`config.mk`:
```
export PLATFORM = sky130hd
export DESIGN_NAME = sph_top
export DESIGN_NICKNAME = d
export VERILOG_FILES = /design/src/logic/sph_pkg.sv /design/src/logic/sph_top.sv
export SDC_FILE = /design/constraint.sdc
export NUM_CORES = 1
export LEC_CHECK = 0
export ABC_AREA = 1
export BUFFER_PORTS_ARGS = -buffer_cell sky130_fd_sc_hd__buf_2
export CAP_MARGIN = 20
export CELL_PAD_IN_SITES_DETAIL_PLACEMENT = 0
export CELL_PAD_IN_SITES_GLOBAL_PLACEMENT = 2
export CORE_MARGIN = 2
export CORE_UTILIZATION = 36
export CTS_CLUSTER_DIAMETER = 200
export DETAILED_ROUTE_END_ITERATION = 10
export GPL_TIMING_DRIVEN = 0
export PLACE_DENSITY = 0.88
export SETUP_SLACK_MARGIN = 0.5
export SYNTH_ARGS = -nofsm -noshare
export SYNTH_HDL_FRONTEND = slang
export SYNTH_SLANG_ARGS = --single-unit
```
`constraint.sdc`:
```
create_clock -name aclk -period 9.7 [get_ports aclk]
set_input_delay 0.485 -clock aclk [delete_from_list [all_inputs] [get_ports aclk]]
set_output_delay 0.485 -clock aclk [all_outputs]
set_load 0.01 [all_outputs]
```
`src/logic/sph_pkg.sv`:
```
// package for the set point object handler: constants, types, clamp helper
// How it works
// send internally measured room temperature
// brightness object: percent byte sets directly
// knob on base: send knob base
// else receive base, start from initial
// received base clamped to min/max
// knob base/blocked: receive offset
// comfort heating: current = base + offset
// offset beyond range saturates, never rejected
// received zero offset clears offset
// offset relative to base, never accumulates
// knob on offset: send knob offset
// receive-only: take correction from bus
// internal: compute correction, send per format
// absolute: send base plus correction
// relative: send correction alone in kelvin
`default_nettype none
package sph_pkg;
   typedef enum logic [1:0] {KNOB_BASE, KNOB_OFFSET, KNOB_BLOCKED} sph_knob_t;
   typedef struct packed {
      logic [7:0]         num;
      logic signed [15:0] value;
   } sph_obj_t;
   // bus object numbers
   localparam logic [7:0]  OBJ_TEMP = 8'h01;
   localparam logic [7:0]  OBJ_LED  = 8'h02;
   localparam logic [7:0]  OBJ_BASE = 8'h0a;
   localparam logic [7:0]  OBJ_OFFS = 8'h0b;
   localparam logic [7:0]  OBJ_CORR = 8'h0c;
   localparam int          N_TX     = 4;
   // register byte offsets
   localparam logic [7:0]  ADDR_CFG    = 8'h00;
   localparam logic [7:0]  ADDR_SP_LIM = 8'h04;
   localparam logic [7:0]  ADDR_OF_LIM = 8'h08;
   localparam logic [7:0]  ADDR_COMP   = 8'h0c;
   localparam logic [7:0]  ADDR_ST_SP  = 8'h10;
   localparam logic [7:0]  ADDR_ST_CUR = 8'h14;
   localparam logic [7:0]  ADDR_ST_MEA = 8'h18;
   // cfg field positions
   localparam int          CFG_KNOB_LSB = 0;
   localparam int          CFG_LED_PCT  = 2;
   localparam int          CFG_COMP_INT = 3;
   localparam int          CFG_COMP_ABS = 4;
   // reset values, temperatures in 0.01 degree steps
   localparam logic [31:0] RST_CFG    = 32'h0000_0000;
   localparam logic [31:0] RST_SP_LIM = 32'h0bb8_01f4;
   localparam logic [31:0] RST_OF_LIM = 32'h012c_fed4;
   localparam logic [31:0] RST_COMP   = 32'h01f4_09c4;
   localparam logic [15:0] RST_BASE   = 16'h0834;
   localparam logic [1:0]  RESP_OKAY  = 2'h0;
   localparam logic [1:0]  RESP_SLV   = 2'h2;

   function automatic logic signed [15:0] sph_clamp(input logic signed [16:0] v,
                                                   input logic signed [15:0] lo,
                                                   input logic signed [15:0] hi);
      if (v < 17'(lo)) begin
         return lo;
      end else if (v > 17'(hi)) begin
         return hi;
      end else begin
         return v[15:0];
      end
   endfunction : sph_clamp
endpackage : sph_pkg
`default_nettype wire

```
`src/logic/sph_top.sv`:
```
// set point object handler with axi4-lite configuration and status registers
`timescale 1ns/100ps
`default_nettype none
module sph_top (
   input  wire logic                   aclk,
   input  wire logic                   aresetn,
   input  wire logic [7:0]             awaddr,
   input  wire logic [2:0]             awprot,
   input  wire logic                   awvalid,
   output logic                        awready,
   input  wire logic [31:0]            wdata,
   input  wire logic [3:0]             wstrb,
   input  wire logic                   wvalid,
   output logic                        wready,
   output logic [1:0]                  bresp,
   output logic                        bvalid,
   input  wire logic                   bready,
   input  wire logic [7:0]             araddr,
   input  wire logic [2:0]             arprot,
   input  wire logic                   arvalid,
   output logic                        arready,
   output logic [31:0]                 rdata,
   output logic [1:0]                  rresp,
   output logic                        rvalid,
   input  wire logic                   rready,
   input  wire logic signed [15:0]     temp_sense,
   input  wire logic signed [15:0]     outdoor_temp,
   input  wire logic signed [15:0]     knob_base,
   input  wire logic signed [15:0]     knob_offset,
   input  wire logic                   comfort_heat,
   input  wire logic                   rx_valid,
   input  wire sph_pkg::sph_obj_t      rx_msg,
   output logic                        tx_valid,
   output sph_pkg::sph_obj_t           tx_msg,
   output logic [7:0]                  led_level,
   output logic signed [15:0]          cur_setpoint
);
   logic        awready_q, awready_d, arready_q, arready_d;
   logic        bvalid_q, bvalid_d, rvalid_q, rvalid_d;
   logic [1:0]  bresp_q, bresp_d, rresp_q, rresp_d;
   logic [31:0] rdata_q, rdata_d;
   logic [31:0] cfg_q, cfg_d, splim_q, splim_d, oflim_q, oflim_d, comp_q, comp_d;
   logic signed [15:0] base_q, base_d, offs_q, offs_d, corr_q, corr_d, cur_q, cur_d;
   logic [7:0]  led_q, led_d;
   logic        tx_valid_q, tx_valid_d;
   sph_pkg::sph_obj_t tx_msg_q, tx_msg_d;
   localparam int N_TXW = sph_pkg::N_TX;
   logic [N_TXW-1:0] fresh_q, fresh_d;
   logic signed [15:0] sent_q [4];
   logic signed [15:0] sent_d [4];

   sph_pkg::sph_knob_t knob;
   logic signed [15:0] sp_min, sp_max, of_min, of_max, c_thr, c_max;
   logic signed [15:0] base_knob_exp, base_rx_exp, offs_rx_exp, cur_exp, corr_calc;
   logic signed [16:0] out_excess;
   logic signed [15:0] tx_val [4];
   logic [3:0]         tx_en;
   logic               rx_base, rx_offs, rx_corr, rx_led;

   assign knob   = sph_pkg::sph_knob_t'(cfg_q[sph_pkg::CFG_KNOB_LSB +: 2]);
   assign sp_min = splim_q[15:0];
   assign sp_max = splim_q[31:16];
   assign of_min = oflim_q[15:0];
   assign of_max = oflim_q[31:16];
   assign c_thr  = comp_q[15:0];
   assign c_max  = comp_q[31:16];
   assign rx_base = rx_valid && rx_msg.num == sph_pkg::OBJ_BASE;
   assign rx_offs = rx_valid && rx_msg.num == sph_pkg::OBJ_OFFS;
   assign rx_corr = rx_valid && rx_msg.num == sph_pkg::OBJ_CORR;
   assign rx_led  = rx_valid && rx_msg.num == sph_pkg::OBJ_LED;

   assign base_knob_exp = sph_pkg::sph_clamp(17'(knob_base), sp_min, sp_max);
   assign base_rx_exp   = sph_pkg::sph_clamp(17'(rx_msg.value), sp_min, sp_max);
   assign offs_rx_exp   = sph_pkg::sph_clamp(17'(rx_msg.value), of_min, of_max);
   // always base + offset, so repeated offsets never pile up
   assign cur_exp       = sph_pkg::sph_clamp(17'(base_q) + 17'(offs_q), sp_min, sp_max);
   assign out_excess    = 17'(outdoor_temp) - 17'(c_thr);
   assign corr_calc     = (out_excess <= 17'sd0) ? 16'sh0000
                          : sph_pkg::sph_clamp(out_excess, 16'sh0000, c_max);

   // ---------------- bus objects ----------------
   always_comb begin
      base_d = base_q;
      offs_d = offs_q;
      corr_d = corr_q;
      led_d  = led_q;
      if (knob == sph_pkg::KNOB_BASE) begin
         base_d = base_knob_exp;
      end else if (rx_base) begin
         base_d = base_rx_exp;
      end
      if (knob == sph_pkg::KNOB_OFFSET) begin
         offs_d = knob_offset;
      end else if (rx_offs) begin
         if (rx_msg.value == 16'sh0000) begin
            offs_d = 16'sh0000;
         end else begin
            offs_d = offs_rx_exp;
         end
      end
      if (cfg_q[sph_pkg::CFG_COMP_INT]) begin
         corr_d = corr_calc;
      end else if (rx_corr) begin
         corr_d = rx_msg.value;
      end
      if (rx_led) begin
         // switch format: bit 0 of the value alone selects full brightness or off
         led_d = cfg_q[sph_pkg::CFG_LED_PCT] ? rx_msg.value[7:0] : {8{rx_msg.value[0]}};
      end
      cur_d = comfort_heat ? cur_exp : base_q;
   end

   // ---------------- transmit scheduler ----------------
   assign tx_val[0] = temp_sense;
   assign tx_val[1] = base_q;
   assign tx_val[2] = offs_q;
   assign tx_val[3] = cfg_q[sph_pkg::CFG_COMP_ABS] ? 16'(base_q + corr_q) : corr_q;
   assign tx_en     = {cfg_q[sph_pkg::CFG_COMP_INT], knob == sph_pkg::KNOB_OFFSET,
                       knob == sph_pkg::KNOB_BASE, 1'b1};

   always_comb begin
      logic [31:0] nums;
      nums       = {sph_pkg::OBJ_CORR, sph_pkg::OBJ_OFFS, sph_pkg::OBJ_BASE, sph_pkg::OBJ_TEMP};
      tx_valid_d = 1'b0;
      tx_msg_d   = tx_msg_q;
      fresh_d    = fresh_q;
      sent_d     = sent_q;
      // lowest object number wins; one object per cycle
      for (int i = N_TXW - 1; i >= 0; i--) begin
         if (tx_en[i] && (fresh_q[i] || tx_val[i] != sent_q[i])) begin
            tx_valid_d = 1'b1;
            tx_msg_d   = '{num: nums[i*8 +: 8], value: tx_val[i]};
         end
      end
      for (int i = 0; i < N_TXW; i++) begin
         if (tx_valid_d && tx_msg_d.num == nums[i*8 +: 8]) begin
            sent_d[i]  = tx_val[i];
            fresh_d[i] = 1'b0;
         end
      end
   end

   // ---------------- axi4-lite slave ----------------
   always_comb begin
      logic [31:0] m;
      m         = {{8{wstrb[3]}}, {8{wstrb[2]}}, {8{wstrb[1]}}, {8{wstrb[0]}}};
      awready_d = 1'b0;
      arready_d = 1'b0;
      bvalid_d  = bvalid_q && !bready;
      rvalid_d  = rvalid_q && !rready;
      bresp_d   = bresp_q;
      rresp_d   = rresp_q;
      rdata_d   = rdata_q;
      cfg_d     = cfg_q;
      splim_d   = splim_q;
      oflim_d   = oflim_q;
      comp_d    = comp_q;
      // address and data are taken together, one write at a time
      if (awvalid && wvalid && !awready_q && !bvalid_q) begin
         awready_d = 1'b1;
      end
      if (awready_q) begin
         bvalid_d = 1'b1;
         bresp_d  = sph_pkg::RESP_OKAY;
         if (awaddr == sph_pkg::ADDR_CFG) begin
            cfg_d = (cfg_q & ~m) | (wdata & m);
         end else if (awaddr == sph_pkg::ADDR_SP_LIM) begin
            splim_d = (splim_q & ~m) | (wdata & m);
         end else if (awaddr == sph_pkg::ADDR_OF_LIM) begin
            oflim_d = (oflim_q & ~m) | (wdata & m);
         end else if (awaddr == sph_pkg::ADDR_COMP) begin
            comp_d = (comp_q & ~m) | (wdata & m);
         end else if (awaddr != sph_pkg::ADDR_ST_SP && awaddr != sph_pkg::ADDR_ST_CUR
                      && awaddr != sph_pkg::ADDR_ST_MEA) begin
            bresp_d = sph_pkg::RESP_SLV;
         end
      end
      if (arvalid && !arready_q && !rvalid_q) begin
         arready_d = 1'b1;
      end
      if (arready_q) begin
         rvalid_d = 1'b1;
         rresp_d  = sph_pkg::RESP_OKAY;
         if (araddr == sph_pkg::ADDR_CFG) begin
            rdata_d = {27'h000_0000, cfg_q[4:0]};
         end else if (araddr == sph_pkg::ADDR_SP_LIM) begin
            rdata_d = splim_q;
         end else if (araddr == sph_pkg::ADDR_OF_LIM) begin
            rdata_d = oflim_q;
         end else if (araddr == sph_pkg::ADDR_COMP) begin
            rdata_d = comp_q;
         end else if (araddr == sph_pkg::ADDR_ST_SP) begin
            rdata_d = {offs_q, base_q};
         end else if (araddr == sph_pkg::ADDR_ST_CUR) begin
            rdata_d = {corr_q, cur_q};
         end else if (araddr == sph_pkg::ADDR_ST_MEA) begin
            rdata_d = {led_q, 8'h00, temp_sense};
         end else begin
            rdata_d = 32'h0000_0000;
            rresp_d = sph_pkg::RESP_SLV;
         end
      end
   end

   always_ff @(posedge aclk) begin
      if (!aresetn) begin
         awready_q  <= 1'b0;
         arready_q  <= 1'b0;
         bvalid_q   <= 1'b0;
         rvalid_q   <= 1'b0;
         bresp_q    <= sph_pkg::RESP_OKAY;
         rresp_q    <= sph_pkg::RESP_OKAY;
         rdata_q    <= 32'h0000_0000;
         cfg_q      <= sph_pkg::RST_CFG;
         splim_q    <= sph_pkg::RST_SP_LIM;
         oflim_q    <= sph_pkg::RST_OF_LIM;
         comp_q     <= sph_pkg::RST_COMP;
         base_q     <= sph_pkg::RST_BASE;
         offs_q     <= 16'sh0000;
         corr_q     <= 16'sh0000;
         cur_q      <= sph_pkg::RST_BASE;
         led_q      <= 8'hff;
         tx_valid_q <= 1'b0;
         tx_msg_q   <= '0;
         fresh_q    <= '1;
         for (int i = 0; i < N_TXW; i++) begin
            sent_q[i] <= 16'sh0000;
         end
      end else begin
         awready_q  <= awready_d;
         arready_q  <= arready_d;
         bvalid_q   <= bvalid_d;
         rvalid_q   <= rvalid_d;
         bresp_q    <= bresp_d;
         rresp_q    <= rresp_d;
         rdata_q    <= rdata_d;
         cfg_q      <= cfg_d;
         splim_q    <= splim_d;
         oflim_q    <= oflim_d;
         comp_q     <= comp_d;
         base_q     <= base_d;
         offs_q     <= offs_d;
         corr_q     <= corr_d;
         cur_q      <= cur_d;
         led_q      <= led_d;
         tx_valid_q <= tx_valid_d;
         tx_msg_q   <= tx_msg_d;
         fresh_q    <= fresh_d;
         sent_q     <= sent_d;
      end
   end

   assign awready      = awready_q;
   assign wready       = awready_q;
   assign bvalid       = bvalid_q;
   assign bresp        = bresp_q;
   assign arready      = arready_q;
   assign rvalid       = rvalid_q;
   assign rresp        = rresp_q;
   assign rdata        = rdata_q;
   assign tx_valid     = tx_valid_q;
   assign tx_msg       = tx_msg_q;
   assign led_level    = led_q;
   assign cur_setpoint = cur_q;
endmodule : sph_top
`default_nettype wire

```
==> results by group <==
Timing
  – Setup slack after layout: 3.636 ns
  – Max-Slew Margin vs Limit: 0.1720
  – Post-layout min period: 6.064 ns
  – RSZ-0062 raised after global routing: no
  – Final setup viols: 0
  – Final period utilization: 0.6252
  – Clock skew: 0.03040 ns
  – Setup TNS: 0 ns
  – Achievable clock frequency: 164.9 MHz
  – Worst Max-Slew Pin Slew: 1.242 ns
  – Count of final max-slew check failures: 0
  – Hold_ws: 0.08538 ns
  – Final Hold Vio Count: 0

Final layout
  – Design Area, Final: 24610 µm²
  – Most common cell after layout, fill and taps aside: nand2_1
  – Commonest cells after routing, fill and taps aside: nand2_1, inv_1, o21ai_0, a21oi_1, dfxtp_1
  – Nets: 3729
  – Fraction of layout instances using a drive strength above 1: 0.1100
  – Layout area overhead: 16.38%

Job
  – Max-cap violation count: 0

Setup path
  – Register-to-Register Path Depth: 24
  – CP max FO: 11
  – Worst r2r dst: cur_setpoint[7]
  – Crit Path Class: reg -> reg
  – Crit path DAT: 6.47 ns
  – R2r setup slk: 3.64 ns
  – Worst-path cell chain: fa_1 > a21oi_1 > o21bai_1 > nand2_1 > o211ai_1 > nand2_1 > nand2_1 > a21oi_1 > o21ai_0 > nand4_1 > a22oi_1 > inv_1 > ha_1 > nand2_1 > inv_1 > nand3_1 > nor2_1 > o2111ai_1 > nand3_1 > xor2_1 > inv_1 > clkbuf_1 > o211ai_1 > a21oi_1
  – Worst Setup Start Kind: flip-flop
  – Crit-path max cell delay: 0.89 ns
  – CP endpoint kind: flip-flop
  – Crit-path slowest cell: dfxtp_1
  – Crit-path most repeated cell: nand2_1
  – RR Startpoint: base_q[1]
  – Critical Path RT: 10.10 ns

Power
  – Worst vdd ir: 0.1376 mV
  – Sw Share: 0.3183
  – Clock network fraction of design power: 0.437
  – Power Dens Cells: 137.7 nW/µm²
  – Comb power frac: 0.170
  – Pint: 2.311 mW
  – Tot Pwr: 3.390 mW
  – Leakage: 11.26 nW
  – Part of the power in registers: 0.394
  – Sw Pwr: 1.079 mW

Hold path
  – Hold-critical path endpoint: rvalid
  – Hold path start: rready
  – Worst hold stages: 2
  – Hold Crit Class: in -> reg

Synthesis
  – Synth top area share: 0.2878
  – Post-synth ARST share: 0
  – Mapped Cells: 3103
  – Post-Syn Area per Cell: 6.815 µm²
  – Most used DFF post-synth: dfxtp_1
  – Dominant cells by area after synthesis: dfxtp_1, ha_1, nand2_1
  – Seq/Total Area, Yosys: 0.2878
  – Cell variety after synth: 63
  – Largest area contributor in the netlist: dfxtp_1
  – Synth Warn #: 0
  – EDFF count, synth: 0
  – Mapped Area: 21150 µm²
  – Flip-flop and latch count after synthesis: 304

Die
  – Die width: 246.4 µm
  – Die Footprint: 60700 µm²
  – Cell row count: 88
  – DIE HEIGHT: 246.4 µm
  – Initial core utilization: 0.3651
  – Core area: 57920 µm²
  – # IOs: 245

Clock network
  – Clk Latency, worst-skew pair: 0.59 ns
  – CTS-repair resized insts: 0
  – Htree depth: 2
  – Clk slew on worst S/H paths: 0.06 ns
  – Post-CTS setup buffers: 0
  – Clk sink count: 304
  – Max clock buf depth: 3
  – Hold-fix buffers, CTS: 0
  – CTS tree: built
  – CTS buffer count: 38
  – Root Driver: clkbuf_16

GRT
  – Total track usage: 0.3651
  – Initial antenna violation count: 6
  – Number of global-route vias before repair: 22060
  – First-pass GRT wire length: 157300 µm
  – Largest net degree at the start of global routing: 13
  – Total grt overflow: 0

Placed design
  – I/O Buffers: 235
  – Pre-CTS WS: 3.889 ns
  – Detailed Place HPWL: 91910 µm
  – Final GP Congestion: 1.006
  – Post-DP Area: 23320 µm²

Route
  – Detailed-route via count: 24010
  – Drt wl/cell: 27.28 µm
  – Iteration-0 DRC Markers: 2360
  – Routed Antenna Nets: 0
  – DRC Markers: 0
  – Pre-antenna DRT Iters: 6
  – DRT Wirelength: 114000 µm
  – Post-DR vias/cell: 5.747

Status
  – Outcome: finished, final reports clean
final cells by class:
cell class / count / area (µm²)
flip-flops and latches: 304 / 6086
repair buffers: 237 / 1211
diodes: 2 / 5.005
clock buffers: 54 / 1081
multi-input cells: 2229 / 12830
inverters: 432 / 1625
clock inverters: 15 / 206.4
plain buffers: 139 / 611.8
well taps: 765 / 957.2
fillers: 6323 / 33300
per-stage QoR:
stage          std cells  utilization
6_report            4177       0.4250
3_5_place_dp        4106       0.4027
4_1_cts             4175       0.4249
2_1_floorplan       3104            -
5_1_grt             4175       0.4249
3_3_place_gp        4104       0.4020
logic make-up (layout without fill, tap and decap cells):
family / after synthesis / in the layout / synth area share
AOI/OAI and AO/OA: 1025 / 1025 / 0.2745
and+or+nand+nor: 956 / 956 / 0.1945
buffers and inverters: 571 / 877 / 0.1058
DFF: 304 / 304 / 0.2878
adders and majority gates: 193 / 193 / 0.1153
xor gates and xnor gates: 53 / 53 / 0.02195
other: 1 / 4 / 0.0001773
power groups by stage:
stage | Sequential [mW] | Combinational [mW] | Clock (mW)
3_3_place_gp | 1.36 | 0.548 | 0
6_report | 1.33 | 0.575 | 1.48
4_1_cts | 1.33 | 0.557 | 1.49
5_1_grt | 1.33 | 0.622 | 1.54
3_5_place_dp | 1.36 | 0.555 | 0
2_1_floorplan | 1.33 | 0.310 | 0
worst max-delay path: cells and delay by family, from the launching register on:
family	cells	cell delay, ns
fa+ha+maj	2	0.70
simple gates	8	0.93
buf+inv	4	0.82
compound gates	9	1.99
flops	1	0.89
xor+xnor	1	0.53
metal layers:
metal | global-route usage | part of all wire | vias up
met3 | 0.04956 | 0.081 | 254
met2 | 0.5759 | 0.44 | 1136
li1 | - | - | 11200
met1 | 0.4832 | 0.42 | 11420
met4 | 0.1928 | 0.061 | 0
met5 | 0.0008170 | 0 | -
cell usage after synthesis, types with 13 or more instances:
cell / n
o21ai_1: 29
nor2_1: 156
xor2_1: 34
a21oi_1: 376
o221ai_1: 29
nand2_1: 546
nor4_1: 18
nand4_1: 36
clkbuf_1: 110
a211oi_1: 22
nor3_1: 38
a21oi_2: 13
o211ai_1: 98
nand3_1: 118
dfxtp_1: 304
inv_1: 415
o21ai_0: 384
ha_1: 190
o22ai_1: 16
xnor2_1: 19
a221oi_1: 14
worst max path at each step:
| stage | endpoint | startpoint | cells after the start |
|---|---|---|---|
| floorplan | corr_q[11] | outdoor_temp[0] | 26 |
| global placement | cur_setpoint[11] | base_q[1] | 24 |
| detailed placement | cur_setpoint[11] | base_q[1] | 24 |
| CTS | cur_setpoint[7] | base_q[1] | 24 |
| global route | cur_setpoint[7] | base_q[1] | 24 |
| finish | cur_setpoint[7] | base_q[1] | 24 |
Note: power is estimated with default switching activity, not from simulation.
